--- src/hw/lsmc_defines.svh ---
/*
  constants of the light sensor main control block: bus address, register
  offsets, field positions, channel sets and software reset timing.
  assumes inclusion by bare name from the package and the test modules.
*/
`ifndef LSMC_DEFINES_SVH
`define LSMC_DEFINES_SVH

// 7-bit bus address, value arbitrary
`define LSMC_I2C_ADDR 7'h2A

`define LSMC_REG_STATUS0 8'h00
`define LSMC_REG_CTRL 8'h15
`define LSMC_CTRL_RESET 8'h00
`define LSMC_READ_ZERO 8'h00

`define LSMC_BIT_SRST 7
`define LSMC_BIT_SAI 3
`define LSMC_BIT_MODE 1
`define LSMC_BIT_EN 0

`define LSMC_ST_BIT_POR 7
`define LSMC_ST_BIT_LSINT 1

// channel enables: red, green, blue, clear, comp from bit 4 down to bit 0
`define LSMC_CH_LS 5'h0B
`define LSMC_CH_CS 5'h1F
`define LSMC_CH_OFF 5'h00

`define LSMC_SRST_TIME_MS 10
`define LSMC_CLK_KHZ 125000
`define LSMC_SRST_CYCLES (`LSMC_SRST_TIME_MS * `LSMC_CLK_KHZ)
`define LSMC_SRST_CNT_W 21

`endif

--- src/hw/lsmc_pkg.sv ---
/*
  types of the light sensor main control block.
  assumes lsmc_defines.svh on the include path.
*/
package lsmc_pkg;
  `include "lsmc_defines.svh"

  typedef enum logic [3:0] {
    st_idle,
    st_dev,
    st_ack_a,
    st_reg,
    st_ack_r,
    st_wdata,
    st_ack_w,
    st_rdata,
    st_rack
  } lsmc_i2c_state_t;

  typedef struct packed {
    logic valid;
    logic [7:0] addr;
    logic [7:0] data;
  } lsmc_wr_t;

  typedef struct packed {
    logic valid;
    logic [7:0] addr;
  } lsmc_rd_t;

  typedef struct packed {
    logic light_sleep_after_irq;
    logic light_channel_set_select;
    logic light_sensor_on;
  } lsmc_ctrl_t;
endpackage

--- src/hw/lsmc_i2c_slave.sv ---
/*
  i2c target byte engine: start/stop detection, address match, register
  pointer with auto-increment, write and read strobes.
  assumes scl and sda arrive asynchronously and that the caller answers
  rd_data and refuse combinationally in the same cycle.
*/
`timescale 1ns/1ps
module lsmc_i2c_slave
  import lsmc_pkg::*;
(
  input wire logic mclk,
  input wire logic reset,
  input wire logic scl_i,
  input wire logic sda_i,
  output logic sda_o,
  output logic sda_oe,
  input wire logic [7:0] rd_data,
  input wire logic refuse,
  output logic [7:0] rd_addr,
  output lsmc_wr_t cand,
  output lsmc_wr_t wr,
  output lsmc_rd_t rd
);
  logic [1:0] pins;
  logic [1:0] meta_q;
  logic [1:0] sync_q;
  logic [1:0] prev_q;
  lsmc_i2c_state_t state_q;
  logic [3:0] cnt_q;
  logic [7:0] shift_q;
  logic [7:0] ptr_q;
  logic [7:0] tx_q;
  logic oe_q;
  logic sda_o_q;
  logic rw_q;
  logic mack_q;
  lsmc_wr_t wr_q;
  lsmc_rd_t rd_q;

  assign pins = {scl_i, sda_i};

  genvar gi;
  generate
    for (gi = 0; gi < 2; gi++) begin : g_sync
      always_ff @(posedge mclk) begin
        if (reset) begin
          meta_q[gi] <= 1'b1;
          sync_q[gi] <= 1'b1;
          prev_q[gi] <= 1'b1;
        end else begin
          meta_q[gi] <= pins[gi];
          sync_q[gi] <= meta_q[gi];
          prev_q[gi] <= sync_q[gi];
        end
      end
    end
  endgenerate

  wire scl = sync_q[1];
  wire sda = sync_q[0];
  wire scl_rise = scl & ~prev_q[1];
  wire scl_fall = ~scl & prev_q[1];
  wire start_c = scl & prev_q[1] & prev_q[0] & ~sda;
  wire stop_c = scl & prev_q[1] & ~prev_q[0] & sda;
  wire byte_done = (cnt_q == 4'h8);
  wire addr_hit = (shift_q[7:1] == `LSMC_I2C_ADDR);
  wire rx_state = (state_q == st_dev) || (state_q == st_reg) ||
                  (state_q == st_wdata) || (state_q == st_rdata);
  wire load_read = scl_fall && (((state_q == st_ack_a) && rw_q) ||
                                ((state_q == st_rack) && mack_q));

  assign cand = {(state_q == st_wdata) && byte_done && scl_fall, ptr_q, shift_q};
  assign rd_addr = ptr_q;
  assign sda_o = sda_o_q;
  assign sda_oe = oe_q;
  assign wr = wr_q;
  assign rd = rd_q;

  always_ff @(posedge mclk) begin
    if (reset) begin
      state_q <= st_idle;
      cnt_q <= 4'h0;
      shift_q <= 8'h00;
      ptr_q <= 8'h00;
      tx_q <= 8'h00;
      oe_q <= 1'b0;
      sda_o_q <= 1'b0;
      rw_q <= 1'b0;
      mack_q <= 1'b0;
      wr_q <= '0;
      rd_q <= '0;
    end else begin
      wr_q.valid <= 1'b0;
      rd_q.valid <= 1'b0;
      if (start_c) begin
        state_q <= st_dev;
        cnt_q <= 4'h0;
        oe_q <= 1'b0;
      end else if (stop_c) begin
        state_q <= st_idle;
        oe_q <= 1'b0;
      end else if (scl_rise) begin
        if (state_q == st_rack) begin
          mack_q <= ~sda;
        end else if (rx_state) begin
          shift_q <= {shift_q[6:0], sda};
          cnt_q <= cnt_q + 4'h1;
        end
      end else if (load_read) begin
        tx_q <= rd_data;
        oe_q <= ~rd_data[7];
        cnt_q <= 4'h0;
        state_q <= st_rdata;
        rd_q <= {1'b1, ptr_q};
      end else if (scl_fall) begin
        case (state_q)
          st_dev: if (byte_done) begin
            cnt_q <= 4'h0;
            rw_q <= shift_q[0];
            state_q <= addr_hit ? st_ack_a : st_idle;
            oe_q <= addr_hit;
          end
          st_reg: if (byte_done) begin
            cnt_q <= 4'h0;
            ptr_q <= shift_q;
            state_q <= st_ack_r;
            oe_q <= 1'b1;
          end
          st_wdata: if (byte_done) begin
            cnt_q <= 4'h0;
            wr_q <= {1'b1, ptr_q, shift_q};
            // a refused byte is left unanswered and the transfer dropped
            state_q <= refuse ? st_idle : st_ack_w;
            oe_q <= ~refuse;
          end
          st_ack_a: begin
            oe_q <= 1'b0;
            state_q <= st_reg;
          end
          st_ack_r: begin
            oe_q <= 1'b0;
            state_q <= st_wdata;
          end
          st_ack_w: begin
            oe_q <= 1'b0;
            ptr_q <= ptr_q + 8'h01;
            state_q <= st_wdata;
          end
          st_rdata: if (byte_done) begin
            oe_q <= 1'b0;
            ptr_q <= ptr_q + 8'h01;
            state_q <= st_rack;
          end else begin
            tx_q <= {tx_q[6:0], 1'b0};
            oe_q <= ~tx_q[6];
          end
          st_rack: begin
            oe_q <= 1'b0;
            state_q <= st_idle;
          end
          default: state_q <= st_idle;
        endcase
      end
    end
  end
endmodule

--- src/hw/lsmc_main_ctrl.sv ---
/*
  light sensor main control: the control register behind the i2c target,
  software reset sequencing, sleep after interrupt and channel selection.
  assumes the converter pulses ls_conv_done and ls_irq_event on mclk and
  that the i2c wire level is resolved outside from sda_o and sda_oe.
*/
// Operation
// - writing bit 7 of control starts software reset at once and is not acknowledged
// - software reset leaves the power-on flag in status cleared
// - bit 7 at zero, its default, never causes a software reset
// - bit 3 at zero keeps measuring after a light interrupt
// - bit 3 at one drops the enable when the measurement after interrupt ends
// - in that mode a status read turns the light sensor back on
`timescale 1ns/1ps
module lsmc_main_ctrl
  import lsmc_pkg::*;
#(
  parameter int SRST_CYCLES = `LSMC_SRST_CYCLES
)
(
  input wire logic mclk,
  input wire logic reset,
  input wire logic scl_i,
  input wire logic sda_i,
  output logic sda_o,
  output logic sda_oe,
  input wire logic ls_irq_event,
  input wire logic ls_conv_done,
  output logic [4:0] ls_chan_en,
  output logic ls_active,
  output logic srst_busy
);
  lsmc_wr_t cand;
  lsmc_wr_t wr;
  lsmc_rd_t rd;
  logic [7:0] rd_addr;
  logic [7:0] rd_data;
  logic [7:0] ctrl_byte;
  logic [7:0] status_byte;
  logic refuse;
  logic srst_q;
  logic [`LSMC_SRST_CNT_W-1:0] srst_cnt_q;
  lsmc_ctrl_t ctrl_q;
  logic sleep_pend_q;
  logic slept_q;
  logic ls_int_q;
  logic por_q;
  logic [4:0] chan_q;
  logic [4:0] chan_d;

  // the target sits in reset for the whole software reset window
  wire core_rst = reset | srst_q;

  lsmc_i2c_slave lsmc_i2c_slave_inst (
    .mclk(mclk),
    .reset(core_rst),
    .scl_i(scl_i),
    .sda_i(sda_i),
    .sda_o(sda_o),
    .sda_oe(sda_oe),
    .rd_data(rd_data),
    .refuse(refuse),
    .rd_addr(rd_addr),
    .cand(cand),
    .wr(wr),
    .rd(rd)
  );

  wire wr_ctrl = wr.valid && (wr.addr == `LSMC_REG_CTRL);
  wire srst_req = wr_ctrl && wr.data[`LSMC_BIT_SRST];
  wire rd_status = rd.valid && (rd.addr == `LSMC_REG_STATUS0);
  wire sleep_now = sleep_pend_q && ls_conv_done && ctrl_q.light_sensor_on;
  wire wake_now = slept_q && rd_status;
  wire pend_set = ls_irq_event && ctrl_q.light_sleep_after_irq && ctrl_q.light_sensor_on;

  // decided before the acknowledge slot so the byte is left unanswered
  assign refuse = cand.valid && (cand.addr == `LSMC_REG_CTRL) &&
                  cand.data[`LSMC_BIT_SRST];

  // bit 7 is write-only and always reads back zero
  always_comb begin
    ctrl_byte = `LSMC_READ_ZERO;
    ctrl_byte[`LSMC_BIT_SAI] = ctrl_q.light_sleep_after_irq;
    ctrl_byte[`LSMC_BIT_MODE] = ctrl_q.light_channel_set_select;
    ctrl_byte[`LSMC_BIT_EN] = ctrl_q.light_sensor_on;
    status_byte = `LSMC_READ_ZERO;
    status_byte[`LSMC_ST_BIT_POR] = por_q;
    status_byte[`LSMC_ST_BIT_LSINT] = ls_int_q;
  end

  // unmapped addresses read zero; writes there are dropped
  assign rd_data = (rd_addr == `LSMC_REG_CTRL) ? ctrl_byte :
                   (rd_addr == `LSMC_REG_STATUS0) ? status_byte : `LSMC_READ_ZERO;

  // mode is only looked at while enabled
  assign chan_d = !(ctrl_q.light_sensor_on && !srst_q) ? `LSMC_CH_OFF :
                  ctrl_q.light_channel_set_select ? `LSMC_CH_CS :
                  `LSMC_CH_LS;

  always_ff @(posedge mclk) begin
    if (reset) begin
      srst_q <= 1'b0;
      srst_cnt_q <= '0;
    end else if (srst_req && !srst_q) begin
      srst_q <= 1'b1;
      srst_cnt_q <= '0;
    end else if (srst_q) begin
      // device stays deaf for the whole window the host is told to wait
      if (srst_cnt_q == `LSMC_SRST_CNT_W'(SRST_CYCLES - 1)) begin
        srst_q <= 1'b0;
      end else begin
        srst_cnt_q <= srst_cnt_q + `LSMC_SRST_CNT_W'(1);
      end
    end
  end

  always_ff @(posedge mclk) begin
    if (reset) begin
      ctrl_q <= '0;
      sleep_pend_q <= 1'b0;
      slept_q <= 1'b0;
      ls_int_q <= 1'b0;
      por_q <= 1'b1;
    end else if (srst_q) begin
      ctrl_q <= '0;
      sleep_pend_q <= 1'b0;
      slept_q <= 1'b0;
      ls_int_q <= 1'b0;
      por_q <= 1'b0;
    end else begin
      // set beats the read clear so an interrupt on the read is kept
      if (ls_irq_event) begin
        ls_int_q <= 1'b1;
      end else if (rd_status) begin
        ls_int_q <= 1'b0;
      end
      if (rd_status) begin
        por_q <= 1'b0;
      end
      if (sleep_now) begin
        ctrl_q.light_sensor_on <= 1'b0;
        sleep_pend_q <= 1'b0;
        slept_q <= 1'b1;
      end else if (wake_now) begin
        ctrl_q.light_sensor_on <= 1'b1;
        slept_q <= 1'b0;
      end
      // a new interrupt beats the sleep that consumes the previous one
      if (pend_set) begin
        sleep_pend_q <= 1'b1;
      end
      // a host write wins over the sleep logic; a write with bit 7 set stores nothing
      if (wr_ctrl && !srst_req) begin
        ctrl_q.light_sleep_after_irq <= wr.data[`LSMC_BIT_SAI];
        ctrl_q.light_channel_set_select <= wr.data[`LSMC_BIT_MODE];
        ctrl_q.light_sensor_on <= wr.data[`LSMC_BIT_EN];
        sleep_pend_q <= 1'b0;
        slept_q <= 1'b0;
      end
    end
  end

  // registered so the converter sees one clean level per cycle
  always_ff @(posedge mclk) begin
    if (reset) begin
      chan_q <= `LSMC_CH_OFF;
    end else begin
      chan_q <= chan_d;
    end
  end

  assign ls_chan_en = chan_q;
  assign ls_active = ctrl_q.light_sensor_on;
  assign srst_busy = srst_q;
endmodule

--- config.mk ---
export PLATFORM = sky130hd
export DESIGN_NAME = lsmc_main_ctrl
export DESIGN_NICKNAME = d
export VERILOG_FILES = /design/src/hw/lsmc_pkg.sv /design/src/hw/lsmc_i2c_slave.sv /design/src/hw/lsmc_main_ctrl.sv
export VERILOG_INCLUDE_DIRS = /design/src /design/src/hw
export SDC_FILE = /design/constraint.sdc
export NUM_CORES = 1
export LEC_CHECK = 0
export ABC_CLOCK_PERIOD_IN_PS = 2140
export BUFFER_PORTS_ARGS = -buffer_cell sky130_fd_sc_hd__buf_4
export CAP_MARGIN = 40
export CORE_MARGIN = 5
export CORE_UTILIZATION = 64
export CTS_BUF_LIST = sky130_fd_sc_hd__clkbuf_4 sky130_fd_sc_hd__clkbuf_8
export DETAILED_ROUTE_END_ITERATION = 12
export PLACE_DENSITY_LB_ADDON = 0.2
export SYNTH_ARGS = -nofsm -noshare
export SYNTH_HDL_FRONTEND = slang
export SYNTH_SLANG_ARGS = --single-unit
export TNS_END_PERCENT = 100
--- constraint.sdc ---
create_clock -name mclk -period 2.14 [get_ports mclk]
set_input_delay 0.321 -clock mclk [delete_from_list [all_inputs] [get_ports mclk]]
set_output_delay 0.321 -clock mclk [all_outputs]
set_load 0.005 [all_outputs]
==> summary.txt, run 1 <==
status = completed
Post-synth ARST share = 0%
routed via count = 3678
largest net degree at the start of global routing = 48
CTS root buf = clkbuf_8
Most used DFF post-synth = dfxtp_1
post-route ant nets = 0
Critical Path Max Stage Delay = 0.57 ns
Setup crit end kind = register
Clock Sinks = 93
Clk pin slew, worst setup/hold paths = 0.09 ns
slew margin rel. = 59.05%
Data arrival, critical path = 2.23 ns
die height = 91.78 um
Hold Crit Depth = 2
# rows = 29
synthesized instance count = 511
Tmin final = 1.984 ns
io pins = 15
Synthesis Warnings = 0
worst ir drop on vdd = 382.6 uV
Leakage Power = 1.708 nW
H-tree level count = 3
register area share after synthesis = 43.50%
routability cong. = 0.9408
r2r endpoint = srst_cnt_q[1]
CTS tree = yes
Area Growth Syn to Fin = 9.091%
CP cell instances = ha_1, nand2_1, or4_1, o21ai_2, mux2i_1, nor2_1
Post-CTS Setup Bufs = 0
DRC Markers = 0
final hold vios = 0
Final Max Slew Viols = 0
CP Max Fanout = 7
Tcrit/Tclk final = 92.73%
vias per inst = 6.079
Worst Hold Launch = scl_i
post-DP HPWL = 6589 um
hold endpoint = lsmc_i2c_slave_inst.meta_q[1]
Crit. Startpoint = srst_cnt_q[0]
register bit total from synthesis = 93
initial antenna violation count = 0
Max Freq = 0.5039 GHz
Avg Cell Area, Syn = 8.376 um^2
FF-to-FF path depth = 6
1st-pass router iterations = 5
first-pass GRT wire length = 15930 um
Crit Path Class = register to register
DRT iter0 DRCs = 258
CORE AREA = 6422 um^2
DIE AREA = 8424 um^2
worst hold slack = 0.1471 ns
R2R setup slack = 0.16 ns
Worst-Margin Slew = 0.6120 ns
Hold WC Path Type = input pin to register
Syn Std Cell Area = 4280 um^2
Power Density = 655.3 nW/um^2
Port Buf Inserts = 13
total gr overflow = 0
Starting Density = 66.65%
Post-CTS Hold Fix Bufs = 0
max-cap viol count = 0
endpoints failing setup = 0
Die Span X = 91.78 um
fill count = 506
CTS resizes = 0
r2r startpoint = srst_cnt_q[0]
master of the slowest instance on the critical path = or4_1
most frequent cells in the layout = 93 x dfxtp_1, 68 x nand2_1, 61 x nor2_1
EDFF count, synth = 0
Final nets = 535
Net Count, Synth = 523
commonest non-fill, non-tap cell in the layout = dfxtp_1
data required time at the worst endpoint = 2.39 ns
CTS Buf Count = 9
share of cells above drive strength 1 = 10.98%
# diodes = 0
gr usage total = 22.80%
Worst setup SP type = register
setup TNS = 0 ns
Final Skew = 0.01098 ns
wirelength, routed = 9216 um
Unique masters post-synth = 60
clk buf depth = 2
routed len/inst = 15.23 um
insertion delay of the later-clocked pin in the worst-skew pair = 0.35 ns
RSZ-0062 raised after global routing = false
number of global-route vias before repair = 3555
-- where the power goes --
part / internal [mW] / total [mW] / leakage [nW] / switching, mW
clock network: 0.604 / 1.21 / 0.102 / 0.604
logic: 0.0386 / 0.100 / 0.856 / 0.0614
registers: 1.74 / 1.75 / 0.751 / 0.0139
total: 2.38 / 3.06 / 1.71 / 0.679
-- routing by layer --
metal  routed length, um  GRT usage, %
met1                4083         28.16
met2                4450         38.95
met3                 467         4.419
met4                 216         9.530
met5                   0             0
-- worst max-delay path by stage --
| stage | endpoint | slack, ns | depth (start not counted) |
|---|---|---|---|
| 6_report | srst_cnt_q[1] | 0.16 | 6 |
| 3_3_place_gp | lsmc_i2c_slave_inst.tx_q[0] | 0.29 | 5 |
| 5_1_grt | srst_cnt_q[1] | 0.03 | 6 |
| 3_5_place_dp | srst_cnt_q[1] | 0.17 | 6 |
| 4_1_cts | srst_cnt_q[1] | 0.15 | 6 |
| 2_1_floorplan | srst_cnt_q[1] | 0.37 | 6 |
-- state kept, by name (all words and copies together), names as in the netlist, 4 cells and up --
signal / cells
lsmc_i2c_slave_inst.rd: 9
lsmc_i2c_slave_inst.rd_addr: 8
lsmc_i2c_slave_inst.state_q: 4
lsmc_i2c_slave_inst.shift_q: 8
lsmc_i2c_slave_inst.cnt_q: 4
srst_cnt_q: 21
lsmc_i2c_slave_inst.tx_q: 7
lsmc_i2c_slave_inst.wr: 13
-- cell families (layout without fill, tap and decap cells) --
| group | after synthesis | in the layout | synth area share (%) |
|---|---|---|---|
| buffers and inverters | 41 | 58 | 4.297 |
| other | 1 | 1 | 0.08761 |
| adders and majority gates | 6 | 6 | 1.754 |
| DFF | 93 | 93 | 43.50 |
| xor gates and xnor gates | 17 | 17 | 3.478 |
| muxes | 20 | 20 | 4.677 |
| AOI/OAI and AO/OA | 97 | 97 | 14.35 |
| and+or+nand+nor | 236 | 236 | 27.86 |
-- metrics by stage --
stage	setup slack, ns	power [mW]	cells	util [%]	area [um^2]
after floorplan	0.3740	1.860	511	-	4280
after global placement	0.2910	1.890	589	69.43	4459
after detailed placement	0.1657	1.892	589	69.43	4459
after CTS	0.1494	3.060	605	72.71	4669
after global routing	0.03126	3.158	605	72.71	4669
final	0.1556	3.060	605	72.71	4669
-- area by class of cell --
type	instances	area (um^2)	share of cell area [%]
clock buffers	11	151.4	3.242
clock inverters	5	58.81	1.259
inverters	13	48.80	1.045
multi-input cells	377	2235	47.86
flip-flops and latches	93	1862	39.87
well taps	77	96.34	2.063
repair buffers	29	217.7	4.662
-- cell usage after synthesis (all sizes together), types with 3 or more instances --
library cell	number	area (um^2)
nor2b	6	37.54
nand4b	3	26.28
or3b	3	26.28
or2	3	18.77
nor2	61	229.0
a32oi	3	26.28
nor4b	3	26.28
a21o	3	22.52
clkbuf	18	67.56
inv	13	48.79
nand3b	5	37.54
and2	6	37.54
and4	3	26.28
and3	5	31.28
xnor2	10	87.58
nand4	4	25.02
o211ai	5	37.54
nand2b	9	56.30
nand2	68	255.2
nand3	17	85.08
buf	10	67.56
o31ai	3	22.52
a31oi	5	31.28
o21a	3	22.52
nor3	12	60.06
or3	10	62.56
a22oi	3	22.52
nor4	9	71.32
mux2i	20	200.2
or4	3	22.52
o21ai	16	83.83
ha	6	75.07
a21oi	41	205.2
dfxtp	93	1862
xor2	7	61.31
-- critical path: cells and delay by family (launching register included) --
family | cells | cell delay [ns]
compound gates | 1 | 0.33
fa+ha+maj | 1 | 0.20
flops | 1 | 0.37
mux | 1 | 0.26
simple gates | 3 | 0.71
Note: power is estimated with default switching activity, not from simulation.
==> run 2, diff against run 1 <==
Settings changed: PLACE_DENSITY_LB_ADDON 0.2 to 0.12.
==> summary.txt, run 2 (same netlist as run 1, synthesis figures left out) <==
largest net degree at the start of global routing = 48
Data arrival, critical path = 2.19 ns
status = completed
CORE AREA = 6422 um^2
Final Max Slew Viols = 0
# rows = 29
Final Skew = 0.005698 ns
number of global-route vias before repair = 3403
max-cap viol count = 0
routed len/inst = 15.14 um
CP Max Fanout = 7
1st-pass router iterations = 5
vias per inst = 6.035
final hold vios = 0
total gr overflow = 0
Tmin final = 1.942 ns
CTS Buf Count = 9
routed via count = 3657
Net Switching = 0.6431 mW
fill count = 536
io pins = 15
insertion delay of the later-clocked pin in the worst-skew pair = 0.35 ns
Hold WC Path Type = input pin to register
CTS tree = yes
Clk pin slew, worst setup/hold paths = 0.08 ns
RSZ-0062 raised after global routing = false
DRT iter0 DRCs = 218
fin area = 4682 um^2
area of the multi-input gates = 2235 um^2
DIE AREA = 8424 um^2
post-route ant nets = 0
H-tree level count = 3
wirelength, routed = 9172 um
internal power = 2.422 mW
Starting Density = 66.65%
Post-CTS Hold Fix Bufs = 0
Post-CTS Setup Bufs = 0
share of cells above drive strength 1 = 11.15%
placed cell areas = 4467 um^2
Die Span X = 91.78 um
Port Buf Inserts = 13
part of the power in combinational logic = 3.2%
worst ir drop on vdd = 374.8 uV
most frequent cells in the layout = 93 x dfxtp_1, 68 x nand2_1, 61 x nor2_1
clk buf depth = 2
Crit Path Class = register to register
Max Freq = 0.5149 GHz
commonest non-fill, non-tap cell in the layout = dfxtp_1
DRC Markers = 0
CTS root buf = clkbuf_8
Area Growth Syn to Fin = 9.383%
post-DP HPWL = 6501 um
first-pass GRT wire length = 15880 um
Worst setup SP type = register
Tcrit/Tclk final = 90.75%
Clock Sinks = 93
Leakage Power = 1.720 nW
initial antenna violation count = 0
clock share of power = 39.6%
Sw Ratio = 20.98%
Power Total = 3.065 mW
# diodes = 0
Setup crit end kind = register
CTS resizes = 0
Power Density = 654.6 nW/um^2
gr usage total = 22.94%
number of flip-flops in the largest register = 21
sequential cell fraction of total power = 57.2%
routability cong. = 0.8685
data required time at the worst endpoint = 2.39 ns
slew margin rel. = 61.64%
Final nets = 536
setup TNS = 0 ns
Worst-Margin Slew = 0.5733 ns
Register Area = 1862 um^2
endpoints failing setup = 0
die height = 91.78 um
largest reg by FF count = srst_cnt_q
-- run 2: cell count changes in the layout (fill, tap and decap cells not counted) --
| cell | previous run | this run |
|---|---|---|
| buf_4 | 29 | 30 |
| clkinvlp_4 | 2 | 1 |
| clkbuf_4 | 0 | 1 |
| clkbuf_8 | 11 | 12 |
| clkinv_4 | 1 | 0 |
-- run 2: final timing paths --
path                                                 endpoint  slack, ns  depth (start not counted)                          start
worst max-delay path                            srst_cnt_q[1]       0.20                          6                  srst_cnt_q[0]
worst min-delay path            lsmc_i2c_slave_inst.meta_q[1]       0.14                          2                          scl_i
worst max register to register                  srst_cnt_q[1]       0.20                          6                  srst_cnt_q[0]
worst min register to register        lsmc_i2c_slave_inst.scl       0.41                          1  lsmc_i2c_slave_inst.meta_q[1]
-- run 2: layout make-up --
cell class	count	area share, %
Clock buffer	13	3.688
Clock inverter	3	0.9086
Inverter	13	1.042
Multi-Input combinational cell	377	47.73
Sequential cell	93	39.76
Tap cell	77	2.058
Timing Repair Buffer	30	4.810
-- run 2: metrics by stage --
stage                     instances  util [%]  worst slack [ns]  hold slack, ns
after floorplan                 511         -            0.3740          0.3844
after CTS                       606     72.90            0.1961          0.1318
after detailed placement        590     69.55            0.2238          0.3958
after global placement          590     69.55            0.2762          0.3862
after global routing            606     72.90           0.02034          0.1308
final                           606     72.90            0.1979          0.1422
-- run 2: critical path, cell delays in order (launching register included) --
cell	delay (ns)
dfxtp_1	0.36
ha_1	0.20
nand2_1	0.09
or4_1	0.57
o21ai_2	0.32
mux2i_1	0.24
nor2_1	0.05
-- run 2: power by group through the flow --
stage | Combinational (mW) | Clock (mW) | Sequential, mW
floorplan | 0.0747 | 0 | 1.79
global placement | 0.0941 | 0 | 1.79
detailed placement | 0.0953 | 0 | 1.79
CTS | 0.0961 | 1.24 | 1.75
global route | 0.109 | 1.33 | 1.76
finish | 0.0968 | 1.21 | 1.75
-- run 2: layer usage --
layer  global-route usage (%)  part of all wire (%)
met5                        0                     0
met4                    9.901                   2.5
met3                    4.992                   4.8
met1                    29.69                    45
met2                    37.01                    48
